### config.mk
export PLATFORM = sky130hd
export DESIGN_NAME = rmc_top
export DESIGN_NICKNAME = d
export VERILOG_FILES = /design/src/hw/rmc_pkg.sv /design/src/hw/rmc_top.sv
export VERILOG_INCLUDE_DIRS = /design/src /design/src/hw
export SDC_FILE = /design/constraint.sdc
export NUM_CORES = 1
export LEC_CHECK = 0
export BUFFER_PORTS_ARGS = -buffer_cell sky130_fd_sc_hd__buf_2
export CORE_UTILIZATION = 55
export CTS_CLUSTER_DIAMETER = 120
export DETAILED_ROUTE_END_ITERATION = 8
export PLACE_DENSITY = 0.9
export SLEW_MARGIN = 5
export SYNTH_ARGS = -nofsm -noshare
export SYNTH_HDL_FRONTEND = slang
export SYNTH_SLANG_ARGS = --single-unit
export TNS_END_PERCENT = 20
### constraint.sdc
create_clock -name ref_clk -period 3.67 [get_ports ref_clk]
set_clock_uncertainty 0.1 [all_clocks]
set_input_delay 0.5505 -clock ref_clk [delete_from_list [all_inputs] [get_ports ref_clk]]
set_output_delay 0.5505 -clock ref_clk [all_outputs]
set_load 0.03 [all_outputs]
### src/hw/rmc_map.svh
// reset and mode control: register indices, fields, reset values, timing
`ifndef RMC_MAP_SVH
`define RMC_MAP_SVH
// ----------------------------------------
// register indices (byte address = 4 * index)
// ----------------------------------------
`define RMC_IDX_WDT 14'h000A
`define RMC_IDX_PEND1 14'h0012
`define RMC_IDX_MASK1 14'h0013
`define RMC_IDX_P2_FSEL 14'h1FC9
`define RMC_IDX_PORT2_DIRECTION 14'h1FCB
`define RMC_IDX_P5_FSEL 14'h1FF1
`define RMC_IDX_PORT5_DIRECTION 14'h1FF3
`define RMC_IDX_CHIP_CONFIG_ZERO 14'h2018
`define RMC_IDX_CONFIG_REGISTER_ONE 14'h2019
`define RMC_IDX_UFR 14'h201A
`define RMC_IDX_PMODE 14'h201B
`define RMC_IDX_SWRST 14'h201C
`define RMC_IDX_STATUS 14'h201D
// ----------------------------------------
// field positions and codes
// ----------------------------------------
`define RMC_EXT_BIT 6
`define RMC_PD_BIT 0
`define RMC_WDE_BIT 3
`define RMC_OFD_BIT 0
`define RMC_WDT_KEY1 8'h1E
`define RMC_WDT_KEY2 8'hE1
`define RMC_KEY_IDLE 8'h01
`define RMC_KEY_PD 8'h02
`define RMC_OP_RST 8'hFF
`define RMC_START_PC 16'h2080
// ----------------------------------------
// reset values
// ----------------------------------------
`define RMC_RST_BYTE 8'h00
`define RMC_SYNC_RST 6'h1D
// ----------------------------------------
// timing
// ----------------------------------------
`define RMC_CLK_NS 4
`define RMC_PULL_STATES 5'h10
`define RMC_VPP_LOW_NS 50
`define RMC_VPP_LOW_CYC ((`RMC_VPP_LOW_NS + `RMC_CLK_NS - 1) / `RMC_CLK_NS)
`define RMC_OSC_FAIL_NS 10000
`define RMC_OSC_FAIL_CYC (`RMC_OSC_FAIL_NS / `RMC_CLK_NS)
`endif

### src/hw/rmc_pkg.sv
// reset and mode control: shared types
package rmc_pkg;
   typedef enum logic [2:0] {
      ST_RESET, ST_FETCH0, ST_FETCH1, ST_START, ST_RUN, ST_IDLE, ST_PD
   } rmc_state_e;
endpackage

### src/hw/rmc_top.sv
// reset and mode control block with apb register access
`timescale 1ns/1ps
`default_nettype none
`include "rmc_map.svh"
module rmc_top #(
   parameter int STATE_CYCLES = 2
) (
   input wire logic ref_clk,
   input wire logic resetn,
   input wire logic psel,
   input wire logic penable,
   input wire logic pwrite,
   input wire logic [15:0] paddr,
   input wire logic [31:0] pwdata,
   input wire logic [3:0] pstrb,
   output logic [31:0] prdata,
   output logic pready,
   output logic pslverr,
   input wire logic reset_pin_in,
   output logic reset_pin_out,
   output logic reset_pin_oe,
   input wire logic ext_int_pin,
   input wire logic vpp_pin,
   input wire logic emul_sel_pin,
   input wire logic test_entry_pin,
   input wire logic osc_in,
   output logic cfg_fetch_req,
   output logic cfg_fetch_index,
   input wire logic [7:0] cfg_fetch_data,
   input wire logic cfg_fetch_ack,
   input wire logic irq_taken,
   input wire logic other_irq_wake,
   output logic ext_irq_request,
   output logic core_reset,
   output logic first_fetch,
   output logic [15:0] first_fetch_addr,
   output logic cpu_clk_en,
   output logic periph_clk_en,
   output logic osc_en,
   output logic clock_output,
   output logic emulation_mode,
   output logic test_mode,
   output logic pins_float,
   output logic [7:0] port2_function_select,
   output logic [7:0] port2_direction,
   output logic [7:0] port5_function_select,
   output logic [7:0] port5_direction
);
   import rmc_pkg::*;

   localparam int PW = (STATE_CYCLES > 1) ? $clog2(STATE_CYCLES) : 1;
   localparam logic [PW-1:0] LAST = PW'(STATE_CYCLES - 1);
   localparam logic [PW-1:0] HALF = PW'(STATE_CYCLES / 2);
   localparam logic [11:0] OSC_CYC = 12'(`RMC_OSC_FAIL_CYC);
   localparam logic [7:0] VPP_CYC = 8'(`RMC_VPP_LOW_CYC);

   // ----------------------------------------
   // pin synchronisers
   // ----------------------------------------
   logic [5:0] sy1_reg, sy2_reg;
   logic rst_s, ext_s, vpp_s, emul_s, test_s, osc_s;

   // two flops on every asynchronous pin
   always_ff @(posedge ref_clk or negedge resetn) begin
      if (!resetn) begin
         sy1_reg <= `RMC_SYNC_RST;
         sy2_reg <= `RMC_SYNC_RST;
      end else begin
         sy1_reg <= {osc_in, test_entry_pin, emul_sel_pin, vpp_pin, ext_int_pin, reset_pin_in};
         sy2_reg <= sy1_reg;
      end
   end
   assign {osc_s, test_s, emul_s, vpp_s, ext_s, rst_s} = sy2_reg;

   // ----------------------------------------
   // apb decode
   // ----------------------------------------
   logic setup, wr_en, hit;
   logic [13:0] idx;
   logic [7:0] wb;
   assign idx = paddr[15:2];
   assign wb = pwdata[7:0];
   assign setup = psel && !penable;

   // every register sits in the low byte of its word
   always_comb begin
      case (idx)
         `RMC_IDX_WDT, `RMC_IDX_PEND1, `RMC_IDX_MASK1, `RMC_IDX_P2_FSEL, `RMC_IDX_PORT2_DIRECTION,
         `RMC_IDX_P5_FSEL, `RMC_IDX_PORT5_DIRECTION, `RMC_IDX_CHIP_CONFIG_ZERO, `RMC_IDX_CONFIG_REGISTER_ONE, `RMC_IDX_UFR,
         `RMC_IDX_PMODE, `RMC_IDX_SWRST, `RMC_IDX_STATUS: hit = (paddr[1:0] == 2'b00);
         default: hit = 1'b0;
      endcase
   end
   assign wr_en = psel && penable && pwrite && pstrb[0] && hit;

   function automatic logic wr_to(input logic [13:0] a);
      wr_to = wr_en && (idx == a);
   endfunction

   // ----------------------------------------
   // state timing and clock output
   // ----------------------------------------
   rmc_state_e st_reg, st_next;
   logic [PW-1:0] phase_reg, phase_next;
   logic clock_output_reg, clock_output_next, state_en, release_now;

   assign state_en = (phase_reg == LAST);

   // divider restarts at reset release so the clock output lines up
   always_comb begin
      phase_next = (release_now || state_en) ? '0 : phase_reg + 1'b1;
      if (st_reg == ST_PD) begin
         clock_output_next = 1'b1;
      end else begin
         clock_output_next = (phase_next >= HALF);
      end
   end

   always_ff @(posedge ref_clk or negedge resetn) begin
      if (!resetn) begin
         phase_reg <= '0;
         clock_output_reg <= 1'b0;
      end else begin
         phase_reg <= phase_next;
         clock_output_reg <= clock_output_next;
      end
   end
   assign clock_output = clock_output_reg;

   // ----------------------------------------
   // reset sources and boot sequence
   // ----------------------------------------
   logic [4:0] pull_reg, pull_next;
   logic [PW-1:0] pull_sub_reg, pull_sub_next;
   logic [7:0] vpp_cnt_reg, vpp_cnt_next;
   logic pin_prev_reg, int_req, bad_key, sw_rst, wdt_ovf, osc_fail;
   logic [7:0] chip_config_zero_reg, chip_config_zero_next, config_register_one_reg, config_register_one_next, ufr_reg;
   logic emul_reg, emul_next, test_reg, test_next, ff_reg, ff_next;
   logic osc_off_reg, osc_off_next, in_boot, ext_set, pd_ext_wake, vpp_wake;
   logic [7:0] mask_reg;

   assign in_boot = (st_reg == ST_RESET) || (st_reg == ST_FETCH0) ||
                    (st_reg == ST_FETCH1) || (st_reg == ST_START);
   assign sw_rst = wr_to(`RMC_IDX_SWRST) && (wb == `RMC_OP_RST);
   assign bad_key = wr_to(`RMC_IDX_PMODE) && (st_reg == ST_RUN) &&
                    (wb != `RMC_KEY_IDLE) && (wb != `RMC_KEY_PD);
   // internal causes; the pin itself is handled through its own edge
   assign int_req = (sw_rst || bad_key || wdt_ovf ||
                    (osc_fail && ufr_reg[`RMC_OFD_BIT])) && (st_reg != ST_RESET);
   assign release_now = (st_reg == ST_RESET) && rst_s && (pull_reg == 5'h00);
   assign pd_ext_wake = (st_reg == ST_PD) && ext_s;
   assign vpp_wake = (st_reg == ST_PD) && (vpp_cnt_reg == VPP_CYC);

   // boot, power mode and reset pin pull-down
   always_comb begin
      st_next = st_reg;
      pull_next = pull_reg;
      chip_config_zero_next = chip_config_zero_reg;
      config_register_one_next = config_register_one_reg;
      emul_next = emul_reg;
      test_next = test_reg;
      osc_off_next = osc_off_reg;
      ff_next = (st_reg == ST_START);
      // own sub-count from the start, so the pull lasts whole state times at any divider phase
      pull_sub_next = (pull_sub_reg == LAST) ? '0 : pull_sub_reg + 1'b1;
      if (((pin_prev_reg && !rst_s) || int_req) && (pull_reg == 5'h00)) begin
         pull_next = `RMC_PULL_STATES;
         pull_sub_next = '0;
      end else if ((pull_sub_reg == LAST) && (pull_reg != 5'h00)) begin
         pull_next = pull_reg - 5'h01;
      end
      case (st_reg)
         ST_RESET: begin
            chip_config_zero_next = `RMC_RST_BYTE;
            config_register_one_next = `RMC_RST_BYTE;
            osc_off_next = 1'b0;
            if (release_now) begin
               emul_next = !emul_s;
               test_next = !test_s;
               st_next = ST_FETCH0;
            end
         end
         ST_FETCH0: begin
            if (cfg_fetch_ack) begin
               chip_config_zero_next = cfg_fetch_data;
               st_next = ST_FETCH1;
            end
         end
         ST_FETCH1: begin
            if (cfg_fetch_ack) begin
               config_register_one_next = cfg_fetch_data;
               st_next = ST_START;
            end
         end
         ST_START: st_next = ST_RUN;
         ST_RUN: begin
            if (wr_to(`RMC_IDX_PMODE) && (wb == `RMC_KEY_IDLE)) begin
               st_next = ST_IDLE;
            end else if (wr_to(`RMC_IDX_PMODE) && (wb == `RMC_KEY_PD) &&
                         chip_config_zero_reg[`RMC_PD_BIT]) begin
               st_next = ST_PD;
               osc_off_next = 1'b1;
            end
         end
         ST_IDLE: begin
            if ((ext_set && mask_reg[`RMC_EXT_BIT]) || other_irq_wake) begin
               st_next = ST_RUN;
            end
         end
         ST_PD: begin
            if (pd_ext_wake) begin
               st_next = ST_RUN;
               osc_off_next = 1'b0;
            end else if (vpp_wake) begin
               st_next = ST_RUN;
            end
         end
         default: st_next = ST_RESET;
      endcase
      // pin low or an internal cause overrides any mode
      if (!rst_s || int_req) begin
         st_next = ST_RESET;
      end
   end

   always_ff @(posedge ref_clk or negedge resetn) begin
      if (!resetn) begin
         st_reg <= ST_RESET;
         pull_reg <= 5'h00;
         pull_sub_reg <= '0;
         pin_prev_reg <= 1'b1;
         chip_config_zero_reg <= `RMC_RST_BYTE;
         config_register_one_reg <= `RMC_RST_BYTE;
         emul_reg <= 1'b0;
         test_reg <= 1'b0;
         osc_off_reg <= 1'b0;
         ff_reg <= 1'b0;
      end else begin
         st_reg <= st_next;
         pull_reg <= pull_next;
         pull_sub_reg <= pull_sub_next;
         pin_prev_reg <= rst_s;
         chip_config_zero_reg <= chip_config_zero_next;
         config_register_one_reg <= config_register_one_next;
         emul_reg <= emul_next;
         test_reg <= test_next;
         osc_off_reg <= osc_off_next;
         ff_reg <= ff_next;
      end
   end

   // open-drain pull-down: drive low only while the count runs
   assign reset_pin_out = 1'b0;
   assign reset_pin_oe = (pull_reg != 5'h00);
   assign core_reset = in_boot;
   assign cfg_fetch_req = (st_reg == ST_FETCH0) || (st_reg == ST_FETCH1);
   assign cfg_fetch_index = (st_reg == ST_FETCH1);
   assign first_fetch = ff_reg;
   assign first_fetch_addr = `RMC_START_PC;
   assign cpu_clk_en = (st_reg == ST_RUN);
   assign periph_clk_en = (st_reg != ST_PD);
   assign osc_en = !osc_off_reg;
   assign emulation_mode = emul_reg;
   assign pins_float = emul_reg;
   assign test_mode = test_reg;

   // ----------------------------------------
   // watchdog, oscillator monitor, wake counters
   // ----------------------------------------
   logic [15:0] wdt_reg, wdt_next;
   logic wact_reg, wact_next, armed_reg, armed_next, clear_ok, wdt_tick;
   logic [11:0] osc_cnt_reg, osc_cnt_next;
   logic osc_prev_reg;

   // clock is stopped in powerdown, so the watchdog freezes there
   assign wdt_tick = wact_reg && state_en && !in_boot && (st_reg != ST_PD);
   assign wdt_ovf = wdt_tick && (wdt_reg == 16'hFFFF);
   assign clear_ok = armed_reg && wr_to(`RMC_IDX_WDT) && (wb == `RMC_WDT_KEY2) && !irq_taken;
   assign osc_fail = (osc_cnt_reg == OSC_CYC) && !osc_off_reg && (st_reg != ST_PD);

   always_comb begin
      wdt_next = wdt_reg;
      wact_next = wact_reg;
      armed_next = armed_reg;
      if (in_boot) begin
         wdt_next = 16'h0000;
         wact_next = (st_reg == ST_FETCH1) && cfg_fetch_ack &&
                     !cfg_fetch_data[`RMC_WDE_BIT];
         armed_next = 1'b0;
      end else begin
         if (clear_ok) begin
            wdt_next = 16'h0000;
            wact_next = 1'b1;
         end else if (wdt_tick) begin
            wdt_next = wdt_reg + 16'h0001;
         end
         // any other write or an interrupt between the bytes voids it
         if (irq_taken || (wr_en && !clear_ok)) begin
            armed_next = wr_to(`RMC_IDX_WDT) && (wb == `RMC_WDT_KEY1) && !irq_taken;
         end else if (clear_ok) begin
            armed_next = 1'b0;
         end
      end
      osc_cnt_next = (osc_s && !osc_prev_reg) ? 12'h000 :
                     ((osc_cnt_reg == OSC_CYC) ? osc_cnt_reg : osc_cnt_reg + 12'h001);
      if ((st_reg == ST_PD) && !vpp_s) begin
         vpp_cnt_next = (vpp_cnt_reg == VPP_CYC) ? vpp_cnt_reg : vpp_cnt_reg + 8'h01;
      end else begin
         vpp_cnt_next = 8'h00;
      end
   end

   always_ff @(posedge ref_clk or negedge resetn) begin
      if (!resetn) begin
         wdt_reg <= 16'h0000;
         wact_reg <= 1'b0;
         armed_reg <= 1'b0;
         osc_cnt_reg <= 12'h000;
         osc_prev_reg <= 1'b0;
         vpp_cnt_reg <= 8'h00;
      end else begin
         wdt_reg <= wdt_next;
         wact_reg <= wact_next;
         armed_reg <= armed_next;
         osc_cnt_reg <= osc_cnt_next;
         osc_prev_reg <= osc_s;
         vpp_cnt_reg <= vpp_cnt_next;
      end
   end

   // ----------------------------------------
   // software registers
   // ----------------------------------------
   logic [7:0] pend_reg, pend_next, mask_next, ufr_next;
   logic [7:0] p2f_reg, p2f_next, p2d_reg, p2d_next, p5f_reg, p5f_next, p5d_reg, p5d_next;
   logic ext_samp_reg, ext_samp_next;

   // external pin sampled once per state time, at the end of clock-high
   assign ext_set = (state_en && clock_output_reg && ext_s && !ext_samp_reg &&
                    (st_reg != ST_PD)) || pd_ext_wake;

   always_comb begin
      ext_samp_next = state_en ? ext_s : ext_samp_reg;
      pend_next = wr_to(`RMC_IDX_PEND1) ? wb : pend_reg;
      mask_next = wr_to(`RMC_IDX_MASK1) ? wb : mask_reg;
      ufr_next = wr_to(`RMC_IDX_UFR) ? wb : ufr_reg;
      p2f_next = wr_to(`RMC_IDX_P2_FSEL) ? wb : p2f_reg;
      p2d_next = wr_to(`RMC_IDX_PORT2_DIRECTION) ? wb : p2d_reg;
      p5f_next = wr_to(`RMC_IDX_P5_FSEL) ? wb : p5f_reg;
      p5d_next = wr_to(`RMC_IDX_PORT5_DIRECTION) ? wb : p5d_reg;
      // hardware set wins over a software clear in the same cycle
      if (ext_set) begin
         pend_next[`RMC_EXT_BIT] = 1'b1;
      end
      if (in_boot) begin
         pend_next = `RMC_RST_BYTE;
         mask_next = `RMC_RST_BYTE;
         ufr_next = `RMC_RST_BYTE;
         p2f_next = `RMC_RST_BYTE;
         p2d_next = `RMC_RST_BYTE;
         p5f_next = `RMC_RST_BYTE;
         p5d_next = `RMC_RST_BYTE;
      end
   end

   always_ff @(posedge ref_clk or negedge resetn) begin
      if (!resetn) begin
         ext_samp_reg <= 1'b0;
         pend_reg <= `RMC_RST_BYTE;
         mask_reg <= `RMC_RST_BYTE;
         ufr_reg <= `RMC_RST_BYTE;
         p2f_reg <= `RMC_RST_BYTE;
         p2d_reg <= `RMC_RST_BYTE;
         p5f_reg <= `RMC_RST_BYTE;
         p5d_reg <= `RMC_RST_BYTE;
      end else begin
         ext_samp_reg <= ext_samp_next;
         pend_reg <= pend_next;
         mask_reg <= mask_next;
         ufr_reg <= ufr_next;
         p2f_reg <= p2f_next;
         p2d_reg <= p2d_next;
         p5f_reg <= p5f_next;
         p5d_reg <= p5d_next;
      end
   end
   // pending stays set while masked, so the cpu sees it later
   assign ext_irq_request = pend_reg[`RMC_EXT_BIT] && mask_reg[`RMC_EXT_BIT];
   assign port2_function_select = p2f_reg;
   assign port2_direction = p2d_reg;
   assign port5_function_select = p5f_reg;
   assign port5_direction = p5d_reg;

   // ----------------------------------------
   // apb read path
   // ----------------------------------------
   logic [7:0] rd_next;
   logic [31:0] prdata_reg;
   logic err_reg;

   // captured in setup so the access phase needs no wait state
   always_comb begin
      case (idx)
         `RMC_IDX_PEND1: rd_next = pend_reg;
         `RMC_IDX_MASK1: rd_next = mask_reg;
         `RMC_IDX_P2_FSEL: rd_next = p2f_reg;
         `RMC_IDX_PORT2_DIRECTION: rd_next = p2d_reg;
         `RMC_IDX_P5_FSEL: rd_next = p5f_reg;
         `RMC_IDX_PORT5_DIRECTION: rd_next = p5d_reg;
         `RMC_IDX_CHIP_CONFIG_ZERO: rd_next = chip_config_zero_reg;
         `RMC_IDX_CONFIG_REGISTER_ONE: rd_next = config_register_one_reg;
         `RMC_IDX_UFR: rd_next = ufr_reg;
         `RMC_IDX_STATUS: rd_next = {3'b000, test_reg, emul_reg, wact_reg,
                                     st_reg == ST_PD, st_reg == ST_IDLE};
         default: rd_next = 8'h00;
      endcase
   end

   always_ff @(posedge ref_clk or negedge resetn) begin
      if (!resetn) begin
         prdata_reg <= 32'h00000000;
         err_reg <= 1'b0;
      end else if (setup) begin
         prdata_reg <= {24'h000000, (pwrite || !hit) ? 8'h00 : rd_next};
         err_reg <= !hit;
      end
   end
   assign prdata = prdata_reg;
   assign pready = psel && penable;
   assign pslverr = psel && penable && err_reg;

   logic [4:0] pull_seen_reg;
   always_ff @(posedge ref_clk or negedge resetn) begin
      if (!resetn) begin
         pull_seen_reg <= 5'h00;
      end else if (!reset_pin_oe) begin
         pull_seen_reg <= 5'h00;
      end else if (state_en) begin
         pull_seen_reg <= pull_seen_reg + 5'h01;
      end
   end
endmodule // rmc_top
`default_nettype wire

# Word-level counts from Yosys, hierarchy flattened
# Cells that the tools add are included.
[classes] n_mux=53 order_cmp=1 reduce_logical=107 addsub=6 n_eq_ne=43
[op_table] cell="$mux W8" n=18
[op_table] cell="$eq A14 B14 Y1 const B" n=6
[op_table] cell="$pmux W8 S10" n=1
[op_table] cell="$eq A14 B13 Y1 const B" n=4
[op_table] cell="$logic_and A1 B1 Y1" n=54
[op_table] cell="$mux W16" n=3
[op_table] cell="$pmux W8 S2" n=2
[op_table] cell="$eq A14 B5 Y1 const B" n=2
[op_table] cell="$mux W3" n=9
[op_table] cell="$mux W12" n=2
[op_table] cell="$reduce_bool A2 Y1" n=11
[op_table] cell="$pmux W3 S7" n=1
[op_table] cell="$add A16 B1 Y16 const B" n=1
[op_table] cell="$eq A16 B16 Y1 const B" n=1
[op_table] cell="$eq A8 B8 Y1 const B" n=2
[op_table] cell="$reduce_bool A3 Y1" n=5
[op_table] cell="$eq A14 B4 Y1 const B" n=1
[op_table] cell="$logic_or A1 B1 Y1" n=14
[op_table] cell="$mux W1" n=14
[op_table] cell="$logic_not A1 Y1" n=13
[op_table] cell="$reduce_or A13 Y1" n=1
[op_table] cell="$add A12 B1 Y12 const B" n=1
[op_table] cell="$eq A12 B12 Y1 const B" n=1
[op_table] cell="$mux W5" n=2
[op_table] cell="28 further kinds" n=41
[totals] regBits=149 inputBits=74 elab_cells=241 out_inout_bits=96

# Longest topological paths before layout
[depth] depth_word=15 depth_mapped=9 ltp_nobuf=8

# Worst setup path before layout
# Ideal clock, no wire load.
[synth_path] path_kind="input -> register" start="in paddr[11]" end="reg st_reg[1]" setup_ps=124 n_path_buf=1 stages=7 path_slack_ps=884 t_arrival_ps=2562 cell_sequence="or4_4 buf_6 or4_4 a2111oi_4 o211ai_2 nor3b_1 a211o_1"
[synth_via] elab_chain_len=15
[synth_rtl] element="from (decl)" line="rmc_top.sv:13" source="input wire logic [15:0] paddr,"
[synth_rtl] element="$eq A14 B14 Y1 (tied with other cells)" line="rmc_top.sv:87, rmc_top.sv:97"
[synth_rtl] element="$reduce_or A13 Y1" line="rmc_top.sv:87" source="case (idx)"
[synth_rtl] element="$mux W1" line="rmc_top.sv:87"
[synth_rtl] element="$logic_and A1 B1 Y1" line="rmc_top.sv:94" source="assign wr_en = psel && penable && pwrite && pstrb[0] && hit;"
[synth_rtl] element="$logic_and A1 B1 Y1" line="rmc_top.sv:97" source="wr_to = wr_en && (idx == a);"
[synth_rtl] element="$logic_and A1 B1 Y1 (3 in series)" line="rmc_top.sv:145" source="assign bad_key = wr_to(`RMC_IDX_PMODE) && (st_reg == ST_RUN) &&"
[synth_rtl] element="$logic_or A1 B1 Y1 (3 in series)" line="rmc_top.sv:148" source="assign int_req = (sw_rst || bad_key || wdt_ovf ||"
[synth_rtl] element="$logic_and A1 B1 Y1" line="rmc_top.sv:148"
[synth_rtl] element="$logic_or A1 B1 Y1" line="rmc_top.sv:221" source="if (!rst_s || int_req) begin"
[synth_rtl] element="$ne A4 B4 Y1 (no source line) (tied with other cells)"
[synth_rtl] element="$reduce_and A6 Y1 (no source line)"
[synth_rtl] element="to (signal assigned)" line="rmc_top.sv:239" source="st_reg <= st_next;"
[synth_rtl] element="to (decl)" line="rmc_top.sv:103" source="rmc_state_e st_reg, st_next;"
# Parallel ways exist; a longest one is shown, timed or not.
# A chain may end at the register's enable or synchronous reset.

# Worst setup path in the final report
[layout_path] start="reg pull_reg[0]" end="out reset_pin_oe"
[layout_via] elab_chain_len=1
[layout_rtl] element="from (decl)" line="rmc_top.sv:133" source="logic [4:0] pull_reg, pull_next;"
[layout_rtl] element="from (signal assigned)" line="rmc_top.sv:240" source="pull_reg <= pull_next;"
[layout_rtl] element="$reduce_bool A5 Y1" line="rmc_top.sv:254" source="assign reset_pin_oe = (pull_reg != 5'h00);"
[layout_rtl] element="to (decl)" line="rmc_top.sv:21" source="output logic reset_pin_oe,"
# No other way between the ends.

==> results.ini <==
[logic_synthesis]
yosys_warnings = 0
synth_ff_type = dfrtp_1
synth_edf_count = 0
yosysSeqAreaShare = 0.4772
synth_seq_cells = 149
syn_area_um2 = 7838
synth.distinct_cells = 69
synth-async-reset-ratio = 1.000
syn_area_per_cell_um2 = 9.676
syn_inst = 810

[power]
p_switching_mw = 1.482
total_power_mw = 4.559
internal_power_mw = 3.078
p_clk_frac = 0.372
swShare = 0.3250
ir_drop_mv = 0.4132
seqPwrFrac = 0.429
leakage_nw = 4.229
p_per_area_nw_per_um2 = 510.6
combPwrFrac = 0.199

[sta]
grt_setup_unrepaired = no
slew_headroom = 0.3700
layout_min_cycle_time_ps = 2783
worstMarginPinSlew_ps = 936.4
fin_crit_sh = 0.7584
max_clock_freq_ghz = 0.3593
hold_ws_ps = 62.58
setup_violations = 0
fin_tns_setup_ps = 0
layout_setup_ws_ps = 886.5
slew_viol_final = 0
hold_violations = 0

[detailed_routing]
ant_nets = 0
route.detailed.drc = 1
first_pass_iters = 9
routed_wl_um = 20550
dr.first_iter.drc_count = 704
wl_per_cell_um = 18.77
routed_via_density = 6.153
vias = 6738

[worst_setup_path]
crit_path_frequent_cell = inv_1
start_kind = flip-flop
cp.required_ps = 3020
reg2reg_from = vpp_cnt_reg[1]$_DFFE_PN0P_
worst_path_max_delay_cell = nor4b_1
crit_family = buffers and inverters
path_cells = inv_1, ha_1, nor4b_1, inv_1, buf_2
slowest_delay_ps = 530
critPathMaxFanout = 6
crit_start = pull_reg[0]$_DFFE_PN0P_
cp-end-kind = output port
cp.buffers_inverters = 3
critPathKind = flip-flop to output port
cp_data_arrival_time_ps = 2130

[floorplanning]
dieArea_um2 = 14730
core-area_um2 = 13880
die_height_um = 121.4
ios = 170
start_util = 0.5646
fp-row-count = 43
die_x_um = 121.4

[clock_network]
cts_root_buf = clkbuf_16
cts_buffers = 17
clk_pin_slew_ps = 60
cts_repair_resize_count = 0
postCtsSetupRepairBufs = 0
cts_tree = built
worstSkewPairLatency_ps = 440
clock_path_buffers = 2
cts_max_level = 4
cts_hold_buf = 0
cts.sinks = 149

[global_route]
track_usage = 0.2948
antenna_found_initial = 0
grt_pass1_vias = 6492
grt_max_degree = 83
grt_pass1_wl_um = 32870
grt_remaining_overflow = 0

[run_status]
violations = design-rule violations
status = complete, but fails checks

[place]
portBuffers = 101
dpl.hpwl_um = 14310
gp_congestion = 0.8890
dp_slack_ps = 569.2

[layout]
largest_register_ffs = 16
layout_common_cells = nand2_1 (143), dfrtp_1 (139), buf_2 (100)
nNetsFinal = 982
final_common_cell = nand2_1
insertedDiodeCount = 0
drive_gt1_frac = 0.1989
syn2layout_area_growth_pct = 13.94

[worst_hold_path]
min_path_type = primary input to async pin

[run]
maxCapViolCount = 0

==> worst register-to-register path: stages (launching register included) <==
cell	delay, ps
dfrtp_1	420
inv_1	70
ha_1	120
or4b_1	410
or3_1	460
a221oi_1	360
o211ai_2	180
nor3b_1	170
a211o_1	280
==> path summary, 6_finish.rpt <==
kind                                         end  slack, ps  cells after the start
setup / recovery                    reset_pin_oe        890                      5
hold / removal             prdata[6]$_DFFE_PN0P_         60                      1
setup reg to reg           st_reg[1]$_DFFE_PN0P_        990                      8
hold reg to reg             sy2_reg[1]$_DFF_PN0_        250                      0
max in group asynchronous   sy2_reg[3]$_DFF_PN1_       2560                      2
min in group ref_clk        sy1_reg[4]$_DFF_PN1_        110                      1
==> kinds of logic after synthesis <==
logic type / after synthesis / synth area share
xor gates and xnor gates: 32 / 0.03576
and+or+nand+nor: 342 / 0.2232
adders and majority gates: 6 / 0.009578
other: 2 / 0.0009582
buffers and inverters: 94 / 0.06753
muxes: 50 / 0.06402
DFF: 149 / 0.4772
AOI/OAI and AO/OA: 135 / 0.1218
==> power by group through the flow <==
stage               Clock (mW)  Sequential, mW  Combinational (mW)
floorplan                    0            1.92               0.693
global placement             0            1.97               0.863
detailed placement           0            1.97               0.893
CTS                       1.72            1.95               0.904
global route              1.79            1.98               0.990
finish                    1.70            1.96               0.907
==> per-stage QoR <==
step / std cells / utilization / area (µm²)
final: 1095 / 0.6433 / 8930
after global routing: 1095 / 0.6433 / 8930
after detailed placement: 1063 / 0.6022 / 8359
after global placement: 1063 / 0.6022 / 8359
after CTS: 1095 / 0.6433 / 8930
after floorplan: 849 / - / 7984
==> final cells by class <==
type                       count  area (µm²)
fill                        1077        4951
sequential                   149        3741
multi-input combinational    606        3715
timing repair buffer         115       629.4
clock buffer                  21       450.4
tap                          180       225.2
clock inverter                11       120.1
inverter                      13       48.80
==> Yosys cell counts (3+ instances only) <==
cell type	n	area [µm²]
and2_1	7	43.79
a21o_1	10	75.07
a22oi_1	4	30.03
a21oi_1	26	130.1
a31oi_1	19	118.9
nor2b_1	12	75.07
nor3_1	14	70.07
a211oi_1	4	30.03
nand3_1	24	120.1
buf_1	3	11.26
inv_1	13	48.80
nand2b_1	6	37.54
nand4_1	14	87.58
o21ai_0	33	165.2
a32oi_1	3	26.28
or2_2	3	18.77
or3b_2	5	43.79
clkbuf_1	30	112.6
nand3b_1	6	45.04
dfstp_2	9	236.5
dfrtp_1	140	3503
a222oi_1	17	170.2
xor2_1	22	192.7
nor4_1	9	56.30
nand2_2	4	25.02
nor2_1	51	191.4
or3_1	5	31.28
mux2i_1	49	490.5
and4_1	5	43.79
nand2_1	143	536.8
nor4_2	3	37.54
nand4b_1	5	43.79
xnor2_1	10	87.58
and3_1	9	56.30
buf_4	44	330.3
ha_1	6	75.07
==> metal layers <==
metal  vias up  GRT usage  routed length (µm)  part of all wire
met5         -          0                   0                 0
met4         0     0.1566                 889             0.043
met2       398     0.4695                9931              0.48
met3        74    0.06485                1830             0.089
li1       2993          -                   -                 -
met1      3273     0.3746                7901              0.38
(Power assumes the default switching activity.)
